`src/design/sws_defs.svh`:
```
// Constants of the switch status serial slave: widths, bit positions,
// times and derived cycle counts.
// Assumes a single 50 MHz system clock.
//
// Contract
// - Select fall: drive output, capture status word
// - Select rise: output back to high impedance
// - Select rise releases interrupt unless new change
// - Command acts at select rise, tracking resumes
// - Select fall wakes device from sleep
// - Serial input sampled on clock falling edge
// - Output advances on rising, host samples falling
// - Select high: ignore clock, input; tri-state
// - High input bit becomes one in command
// - Open switch reads zero, closed reads one
// - First rising edge presents status bit 24; code presents bit 23, the MSB
// - Both words MSB first through one register
// - Wetting pulse nominal 16 ms, 15 to 20
// - Sleep scan window nominal 200 us
// - Calibrated scan timer within 10 percent
// - Calibrated interrupt timer within 10 percent
// - Status carries switches, interrupt and thermal flags
`ifndef SWS_DEFS_SVH
`define SWS_DEFS_SVH

`define SWS_WORD_BITS   24
`define SWS_SW_NUM      22
`define SWS_ST_INT      23
`define SWS_ST_THERM    22
`define SWS_CNT_W       5
`define SWS_CNT_FULL    5'h18
`define SWS_CNT_MAX     5'h1f
`define SWS_TMR_W       22

`define SWS_CLK_MHZ     50
`define SWS_WET_US      16000
`define SWS_SCAN_US     200
`define SWS_SCAN_PER_US 64000
`define SWS_INT_TMR_US  32000
`define SWS_US2CYC(us)  ((us) * `SWS_CLK_MHZ)

`endif

```
`src/design/sws_pkg.sv`:
```
// Types shared by the switch status serial slave.
// Assumes sws_defs.svh is on the include path.
`include "sws_defs.svh"

package sws_pkg;
   typedef logic [`SWS_WORD_BITS-1:0] sws_word_t;
   typedef logic [`SWS_SW_NUM-1:0]    sws_sw_t;
   typedef logic [`SWS_TMR_W-1:0]     sws_tmr_t;
   typedef logic [`SWS_CNT_W-1:0]     sws_cnt_t;
   typedef enum logic {LNK_IDLE, LNK_SEL} sws_link_e;
endpackage

```
`src/design/sws_sync.sv`:
```
// Two-stage synchroniser, one generate branch per bit.
// Assumes inputs are asynchronous to clk and idle low at reset.
`timescale 1ns/1ps
`default_nettype none

module sws_sync #(
   parameter int W = 1
)(
   input  wire logic         clk,
   input  wire logic         resetn,
   input  wire logic [W-1:0] d,
   output logic      [W-1:0] q
);
   genvar i;
   generate
      for (i = 0; i < W; i++) begin : g_bit
         logic meta;
         always_ff @(posedge clk or negedge resetn) begin
            if (!resetn) begin
               meta <= 1'b0;
               q[i] <= 1'b0;
            end else begin
               meta <= d[i];
               q[i] <= meta;
            end
         end
      end
   endgenerate
endmodule

`default_nettype wire

```
`src/design/sws_timer.sv`:
```
// Restartable one-shot timer: busy for CYC cycles, done pulse at end.
// Assumes start and stop come from logic on the same clock.
`timescale 1ns/1ps
`default_nettype none
`include "sws_defs.svh"

module sws_timer import sws_pkg::*; #(
   parameter int CYC = 16
)(
   input  wire logic clk,
   input  wire logic resetn,
   input  wire logic start,
   input  wire logic stop,
   output logic      busy,
   output logic      done
);
   sws_tmr_t cnt;
   sws_tmr_t next_cnt;
   logic     next_busy;
   logic     next_done;
   sws_tmr_t len;

   always_comb begin
      next_cnt  = cnt;
      next_busy = busy;
      next_done = 1'b0;
      if (start) begin
         next_cnt  = `SWS_TMR_W'(CYC - 1);
         next_busy = 1'b1;
      end else if (stop) begin
         next_cnt  = '0;
         next_busy = 1'b0;
      end else if (busy) begin
         if (cnt == '0) begin
            next_busy = 1'b0;
            next_done = 1'b1;
         end else begin
            next_cnt = cnt - 1'b1;
         end
      end
   end

   always_ff @(posedge clk or negedge resetn) begin
      if (!resetn) begin
         cnt  <= '0;
         busy <= 1'b0;
         done <= 1'b0;
      end else begin
         cnt  <= next_cnt;
         busy <= next_busy;
         done <= next_done;
      end
   end

   // Helper: busy cycles seen since the last start
   always_ff @(posedge clk or negedge resetn) begin
      if (!resetn) begin
         len <= '0;
      end else if (start) begin
         len <= '0;
      end else if (busy) begin
         len <= len + 1'b1;
      end
   end

   property p_tmr_len;
      @(posedge clk) disable iff (!resetn)
      $fell(busy) && !$past(stop) |-> len == `SWS_TMR_W'(CYC);
   endproperty
   a_tmr_len: assert property (p_tmr_len)
      else $error("timer window length wrong");

   property p_tmr_done;
      @(posedge clk) disable iff (!resetn)
      $fell(busy) && !$past(stop) |-> done ##1 !done;
   endproperty
   a_tmr_done: assert property (p_tmr_done)
      else $error("timer done not a single pulse at end");
endmodule

`default_nettype wire

```
`src/design/sws_spi_slave.sv`:
```
// Serial slave port of a switch detection device with interrupt,
// wetting pulse, sleep scan and wake logic.
// Assumes select, serial clock, serial input and switches are
// asynchronous pins; serial clock much slower than clk.
`timescale 1ns/1ps
`default_nettype none
`include "sws_defs.svh"

module sws_spi_slave import sws_pkg::*; #(
   parameter int WET_CYC      = `SWS_US2CYC(`SWS_WET_US),
   parameter int SCAN_CYC     = `SWS_US2CYC(`SWS_SCAN_US),
   parameter int SCAN_PER_CYC = `SWS_US2CYC(`SWS_SCAN_PER_US),
   parameter int INT_TMR_CYC  = `SWS_US2CYC(`SWS_INT_TMR_US)
)(
   input  wire logic                   clk,
   input  wire logic                   resetn,
   input  wire logic                   cs_n,
   input  wire logic                   sclk,
   input  wire logic                   si,
   input  wire logic [`SWS_SW_NUM-1:0] sw_in,
   input  wire logic                   therm,
   input  wire logic                   sleep_req,
   output logic                        so,
   output logic                        so_oe,
   output logic                        int_out,
   output logic                        int_oe,
   output logic [`SWS_WORD_BITS-1:0]   cmd_word,
   output logic                        cmd_valid,
   output logic                        awake,
   output logic                        wet_on,
   output logic                        scan_on
);
   localparam int SYN_W = `SWS_SW_NUM + 4;

   logic [SYN_W-1:0] syn_q;
   sws_sw_t   sw_s;
   logic      therm_s;
   logic      si_s;
   logic      sclk_s;
   logic      cs_s;
   logic      cs_d;
   logic      sclk_d;
   logic      cs_fall;
   logic      cs_rise;
   logic      sclk_rise;
   logic      sclk_fall;

   sws_link_e st;
   sws_link_e next_st;
   sws_word_t shreg;
   sws_word_t next_shreg;
   sws_cnt_t  cnt;
   sws_cnt_t  next_cnt;
   logic      next_so;
   logic      next_so_oe;
   sws_word_t next_cmd_word;
   logic      next_cmd_valid;
   sws_word_t status;

   sws_sw_t   sw_prev;
   sws_sw_t   next_sw_prev;
   logic      int_pend;
   logic      next_int_pend;
   logic      chg_low;
   logic      next_chg_low;
   logic      next_awake;
   logic      sampling;
   logic      chg;

   logic      wet_busy;
   logic      scan_busy;
   logic      scan_done;
   logic      per_busy;
   logic      per_done;
   logic      itmr_done;
   logic      wet_start;
   logic      per_start;
   logic      itmr_start;

   // Select is inverted before the synchroniser so that it idles low
   sws_sync #(
      .W      (SYN_W)
   ) u_sync (
      .clk    (clk),
      .resetn (resetn),
      .d      ({sw_in, therm, si, sclk, ~cs_n}),
      .q      (syn_q)
   );

   assign cs_s    = syn_q[0];
   assign sclk_s  = syn_q[1];
   assign si_s    = syn_q[2];
   assign therm_s = syn_q[3];
   assign sw_s    = syn_q[SYN_W-1:4];

   always_ff @(posedge clk or negedge resetn) begin
      if (!resetn) begin
         cs_d   <= 1'b0;
         sclk_d <= 1'b0;
      end else begin
         cs_d   <= cs_s;
         sclk_d <= sclk_s;
      end
   end

   assign cs_fall   = cs_s & ~cs_d;
   assign cs_rise   = ~cs_s & cs_d;
   assign sclk_rise = sclk_s & ~sclk_d;
   assign sclk_fall = ~sclk_s & sclk_d;

   // Closed switch reads one; polarity is resolved ahead of this block
   assign status = {int_pend, therm_s, sw_s};

   // Link: one shift register carries status out and command in
   always_comb begin
      next_st        = st;
      next_shreg     = shreg;
      next_cnt       = cnt;
      next_so        = so;
      next_so_oe     = so_oe;
      next_cmd_word  = cmd_word;
      next_cmd_valid = 1'b0;
      unique case (st)
         LNK_IDLE: begin
            // Serial clock and input are not looked at here
            if (cs_fall) begin
               next_st    = LNK_SEL;
               next_shreg = status;
               next_cnt   = '0;
               next_so    = 1'b0;
               next_so_oe = 1'b1;
            end
         end
         LNK_SEL: begin
            if (cs_rise) begin
               next_st    = LNK_IDLE;
               next_so    = 1'b0;
               next_so_oe = 1'b0;
               // Partial words are dropped rather than executed
               if (cnt == `SWS_CNT_FULL) begin
                  next_cmd_word  = shreg;
                  next_cmd_valid = 1'b1;
               end
            end else if (sclk_rise) begin
               next_so = shreg[`SWS_WORD_BITS-1];
            end else if (sclk_fall) begin
               next_shreg = {shreg[`SWS_WORD_BITS-2:0], si_s};
               if (cnt != `SWS_CNT_MAX) begin
                  next_cnt = cnt + 1'b1;
               end
            end
         end
      endcase
   end

   always_ff @(posedge clk or negedge resetn) begin
      if (!resetn) begin
         st        <= LNK_IDLE;
         shreg     <= '0;
         cnt       <= '0;
         so        <= 1'b0;
         so_oe     <= 1'b0;
         cmd_word  <= '0;
         cmd_valid <= 1'b0;
      end else begin
         st        <= next_st;
         shreg     <= next_shreg;
         cnt       <= next_cnt;
         so        <= next_so;
         so_oe     <= next_so_oe;
         cmd_word  <= next_cmd_word;
         cmd_valid <= next_cmd_valid;
      end
   end

   // Switches are only meaningful while awake or inside a scan window
   assign sampling = awake | scan_busy;
   assign chg      = sampling & (|(sw_s ^ sw_prev));

   // Interrupt, change tracking and power state
   always_comb begin
      next_sw_prev  = sw_prev;
      next_int_pend = int_pend;
      next_chg_low  = chg_low;
      next_awake    = awake;
      if (sampling) begin
         next_sw_prev = sw_s;
      end
      if (cs_fall) begin
         next_chg_low = 1'b0;
      end else if (chg && st == LNK_SEL) begin
         next_chg_low = 1'b1;
      end
      if (cs_rise && !chg_low) begin
         next_int_pend = 1'b0;
      end
      // Set wins over the release in the same cycle
      if (chg) begin
         next_int_pend = 1'b1;
      end
      if (sleep_req && st == LNK_IDLE) begin
         next_awake = 1'b0;
      end
      // Status of a waking transfer may be stale; host must discard it
      if (cs_fall || itmr_done || chg) begin
         next_awake = 1'b1;
      end
   end

   always_ff @(posedge clk or negedge resetn) begin
      if (!resetn) begin
         sw_prev  <= '0;
         int_pend <= 1'b0;
         chg_low  <= 1'b0;
         awake    <= 1'b1;
         int_out  <= 1'b0;
         int_oe   <= 1'b0;
         wet_on   <= 1'b0;
         scan_on  <= 1'b0;
      end else begin
         sw_prev  <= next_sw_prev;
         int_pend <= next_int_pend;
         chg_low  <= next_chg_low;
         awake    <= next_awake;
         int_out  <= 1'b0;
         int_oe   <= next_int_pend;
         wet_on   <= wet_busy;
         scan_on  <= scan_busy;
      end
   end

   assign wet_start  = chg & awake;
   assign per_start  = ~awake & ~per_busy & ~scan_busy;
   assign itmr_start = awake & sleep_req & (st == LNK_IDLE);

   // Wetting pulse restarts on every change while awake
   sws_timer #(
      .CYC    (WET_CYC)
   ) u_wet (
      .clk    (clk),
      .resetn (resetn),
      .start  (wet_start),
      .stop   (1'b0),
      .busy   (wet_busy),
      .done   ()
   );

   // Scan period, counted exactly so calibration error stays in range
   sws_timer #(
      .CYC    (SCAN_PER_CYC)
   ) u_per (
      .clk    (clk),
      .resetn (resetn),
      .start  (per_start),
      .stop   (awake),
      .busy   (per_busy),
      .done   (per_done)
   );

   sws_timer #(
      .CYC    (SCAN_CYC)
   ) u_scan (
      .clk    (clk),
      .resetn (resetn),
      .start  (per_done),
      .stop   (awake),
      .busy   (scan_busy),
      .done   ()
   );

   sws_timer #(
      .CYC    (INT_TMR_CYC)
   ) u_itmr (
      .clk    (clk),
      .resetn (resetn),
      .start  (itmr_start),
      .stop   (cs_fall),
      .busy   (),
      .done   (itmr_done)
   );

   property p_so_en;
      @(posedge clk) disable iff (!resetn)
      cs_fall && st == LNK_IDLE |=> so_oe && !so;
   endproperty
   a_so_en: assert property (p_so_en)
      else $error("output not enabled after select fall");

   property p_capture;
      @(posedge clk) disable iff (!resetn)
      cs_fall && st == LNK_IDLE |=> shreg == $past(status);
   endproperty
   a_capture: assert property (p_capture)
      else $error("status word not captured at select fall");

   property p_so_off;
      @(posedge clk) disable iff (!resetn)
      cs_rise |=> !so_oe ##1 !so_oe;
   endproperty
   a_so_off: assert property (p_so_off)
      else $error("output still driven after select rise");

   property p_int_rel;
      @(posedge clk) disable iff (!resetn)
      cs_rise && !chg_low && !chg |=> !int_pend && !int_oe;
   endproperty
   a_int_rel: assert property (p_int_rel)
      else $error("interrupt not released at select rise");

   property p_int_hold;
      @(posedge clk) disable iff (!resetn)
      cs_rise && chg_low |=> int_pend ##1 int_oe;
   endproperty
   a_int_hold: assert property (p_int_hold)
      else $error("interrupt released despite change during select");

   property p_cmd;
      @(posedge clk) disable iff (!resetn)
      cs_rise && st == LNK_SEL && cnt == `SWS_CNT_FULL
         |=> cmd_valid && cmd_word == $past(shreg) ##1 !cmd_valid;
   endproperty
   a_cmd: assert property (p_cmd)
      else $error("full word not committed at select rise");

   property p_discard;
      @(posedge clk) disable iff (!resetn)
      cs_rise && cnt != `SWS_CNT_FULL |=> !cmd_valid && $stable(cmd_word);
   endproperty
   a_discard: assert property (p_discard)
      else $error("partial word was committed");

   property p_wake;
      @(posedge clk) disable iff (!resetn)
      cs_fall && !awake |=> awake;
   endproperty
   a_wake: assert property (p_wake)
      else $error("select fall did not wake");

   property p_shift_in;
      @(posedge clk) disable iff (!resetn)
      st == LNK_SEL && sclk_fall && !cs_rise
         |=> shreg[0] == $past(si_s)
             && shreg[`SWS_WORD_BITS-1:1] == $past(shreg[`SWS_WORD_BITS-2:0]);
   endproperty
   a_shift_in: assert property (p_shift_in)
      else $error("input bit not shifted in on clock fall");

   property p_shift_out;
      @(posedge clk) disable iff (!resetn)
      st == LNK_SEL && sclk_rise && !cs_rise
         |=> so == $past(shreg[`SWS_WORD_BITS-1]);
   endproperty
   a_shift_out: assert property (p_shift_out)
      else $error("output bit not advanced on clock rise");

   property p_ignore;
      @(posedge clk) disable iff (!resetn)
      st == LNK_IDLE && !cs_fall |=> $stable(shreg) && !so_oe;
   endproperty
   a_ignore: assert property (p_ignore)
      else $error("activity while deselected changed the port");
endmodule

`default_nettype wire

```
`config.mk`:
```
export PLATFORM = sky130hd
export DESIGN_NAME = sws_spi_slave
export DESIGN_NICKNAME = d
export VERILOG_FILES = /design/src/design/sws_pkg.sv /design/src/design/sws_sync.sv /design/src/design/sws_timer.sv /design/src/design/sws_spi_slave.sv
export VERILOG_INCLUDE_DIRS = /design/src /design/src/design
export SDC_FILE = /design/constraint.sdc
export NUM_CORES = 1
export LEC_CHECK = 0
export ABC_AREA = 1
export BUFFER_PORTS_ARGS = -buffer_cell sky130_fd_sc_hd__buf_4
export CELL_PAD_IN_SITES_DETAIL_PLACEMENT = 1
export CELL_PAD_IN_SITES_GLOBAL_PLACEMENT = 1
export CORE_MARGIN = 2
export CORE_UTILIZATION = 50
export DETAILED_ROUTE_END_ITERATION = 6
export HOLD_SLACK_MARGIN = 0.15
export PLACE_DENSITY_LB_ADDON = 0.1
export SKIP_CTS_REPAIR_TIMING = 1
export SYNTH_ARGS = -nofsm -noshare
export SYNTH_HDL_FRONTEND = slang
export SYNTH_SLANG_ARGS = --single-unit
```
`constraint.sdc`:
```
create_clock -name clk -period 3.7 [get_ports clk]
set_input_delay 0.37 -clock clk [delete_from_list [all_inputs] [get_ports clk]]
set_output_delay 0.37 -clock clk [all_outputs]
set_load 0.05 [all_outputs]
```
==> qor.csv <==
metric,value,unit
CP endpoint kind,flop,
number of synthesis warnings,0,
sequential share of the synthesized area,51.9,%
cell area after layout,0.0131,mm2
"antenna viol nets, final",0,
WP data required,4.16,ns
dominant cell type by area after synthesis,dfrtp_1,
DRT Pass-1 Iters,5,
vias per inst,5.34,
outcome,"finished, final reports clean",
Die ar.,0.0236,mm2
# rows,54,
GRT overflow,0,
Num CTS Buffers,27,
clock slew at reported path FFs,0.06,ns
Post-DP HPWL,19400,um
most common cell in the netlist,nand2_1,
"Async S/R FF share, synth",100,%
"top cells by area, synth","dfrtp_1 (52%), nand2_1 (12%), inv_1 (5.2%)",
DIE HEIGHT,154,um
M1 GR Usage,34.8,%
#FFs+latches synth,232,
Layout fillers,2631,
pre-CTS setup slack,1.14,ns
clock power share,44.6,%
post-synth top area share,51.6,%
combinational share of power,11.3,%
H-tree depth,1,
Post-layout nets,1476,
power per cell area,501,mW/mm2
Syn Nets,1390,
Max-slew headroom,30.4,%
antenna cell count,0,
CTS tree,done,
"Slew Viols, Final",0,
Total Power,6.57,mW
IO Port Bufs,59,
Multi-input gate area,0.00454,mm2
Final Hold Vio Count,0,
minimum clock period,2.62,ns
Storage cell area,0.00581,mm2
worst skew pair latency,0.55,ns
CTS root buf,clkbuf_16,
Peak VDD IR,247,uV
initial antenna violation count,0,
critical path type,reg -> reg,
unrepaired setup endpoints after global routing,no,
Flop pwr share,44.1,%
Layout area overhead,17.1,%
HP Class,in -> reg,
Cells after Synth,1354,
busiest grt layer,met2,
Post-synth EDFFs,0,
measured slew at the worst slew-check pin,1.04,ns
vias in the first global route,9841,
Post-synth top flop,dfrtp_1,
Post-Route Skew,0.0288,ns
Die X,154,um
# DRC,0,
MaxCap Viol Count,0,
routed length per instance,17.2,um
first-pass GRT wire length,49600,um
initial drt markers,459,
P_sw,1.77,mW
Num Clock Sinks,232,
Initial Utilization,51.1,%
worst-path maximum fanout,54,
hold_ws,0.275,ns
layout cells sized above 1,13.0,%
IO Pins,61,
Sw Share,27.0,%
Global Route Usage Sum,25.4,%
via count,9303,
crit path DAT,3.08,ns
setup violators final,0,
Worst setup SP type,flop,
synth cell count leaders,"nand2_1 (372), dfrtp_1 (231), inv_1 (156)",
Max Freq,381,MHz
Clock Path Buffers,3,
placed cell area,0.0118,mm2
GRT met2 Usage,43.3,%
Routed WL,30000,um
final period utilization,70.9,%
Core Area,0.0219,mm2
R2R Setup Slk,1.08,ns
met3 Use GR,2.99,%
largest net degree at the start of global routing,112,
static leakage,6.61,nW
Setup TNS,0,ns
synthesized area,0.0112,mm2
Int Power,4.79,mW
Yosys cell types,45,
GPL Wtd Cong,0.814,
Final WS setup,1.08,ns
"Avg Cell Area, Syn",8.27,um2
[worst max-delay path: stages, from the launching register on]
cell and delay, ns:
dfrtp_2 0.97, nand2_1 0.28, a21oi_4 0.88, o211ai_1 0.24
o21ai_0 0.16
[cell families (layout without fill, tap and decap cells)]
group | after synthesis | after routing | share of synthesized area [%]
xor+xnor | 38 | 38 | 2.97
compound gates | 172 | 172 | 9.00
flops | 232 | 232 | 51.9
other cells | 1 | 1 | 0.0335
buf+inv | 206 | 313 | 7.67
simple gates | 698 | 698 | 27.7
fa+ha+maj | 7 | 7 | 0.782
[final cells by class]
| cell class | count | share of cell area (%) |
|---|---|---|
| clock inverters | 16 | 1.75 |
| clock buffers | 34 | 5.82 |
| well taps | 280 | 2.67 |
| repair buffers | 92 | 5.84 |
| flip-flops and latches | 232 | 44.3 |
| inverters | 171 | 4.98 |
| multi-input cells | 916 | 34.6 |
[sequential cells by signal (all words and copies together), names as in the netlist, 5 cells and up]
register	cells
u_sync.g_bit.meta	26
u_sync.q	26
cmd_word	24
shreg	24
sw_prev	22
u_itmr.cnt	22
u_per.cnt	22
u_scan.cnt	22
u_wet.cnt	22
cnt	5
[power by group through the flow]
stage,Clock (mW),Combinational (mW),Sequential (mW)
CTS,2.97,0.721,2.90
global placement,0,0.657,2.92
detailed placement,0,0.700,2.94
finish,2.93,0.742,2.90
global route,3.06,0.844,2.92
floorplan,0,0.468,2.89
[worst paths after layout]
check	startpoint	endpoint	depth (start not counted)
worst min-delay path	sleep_req	awake	4
worst min register to register	u_sync.g_bit[15].meta	u_sync.q[15]	0
min in group asynchronous	resetn	u_itmr.cnt[17]	2
max in group asynchronous	resetn	shreg[9]	3
worst max-delay path	st	shreg[10]	4
worst max register to register	st	shreg[10]	4
[placed cells by master, fill, tap and decap left out, types with 18 or more instances in the layout]
cell | Yosys | layout
dfrtp_1 | 231 | 230
dlygate4sd3_1 | 0 | 27
a21oi_1 | 18 | 18
nand3_1 | 87 | 87
nand2_1 | 372 | 372
nor2_1 | 150 | 150
inv_1 | 156 | 156
o211ai_1 | 45 | 45
o21ai_0 | 82 | 82
xor2_1 | 28 | 28
buf_4 | 7 | 64
clkbuf_16 | 0 | 27
[per-layer routing]
layer	wire length (um)	up-vias
met2	14700	151
met5	0	-
met3	901	53
li1	-	4464
met1	13700	4635
met4	680	0
[metrics by stage]
step,utilization (%),std cells
5_1_grt,59.9,1741
3_3_place_gp,54.1,1664
4_1_cts,58.6,1714
2_1_floorplan,-,1354
6_report,59.9,1741
3_5_place_dp,54.1,1664
Power figures use the tool's default switching activity.
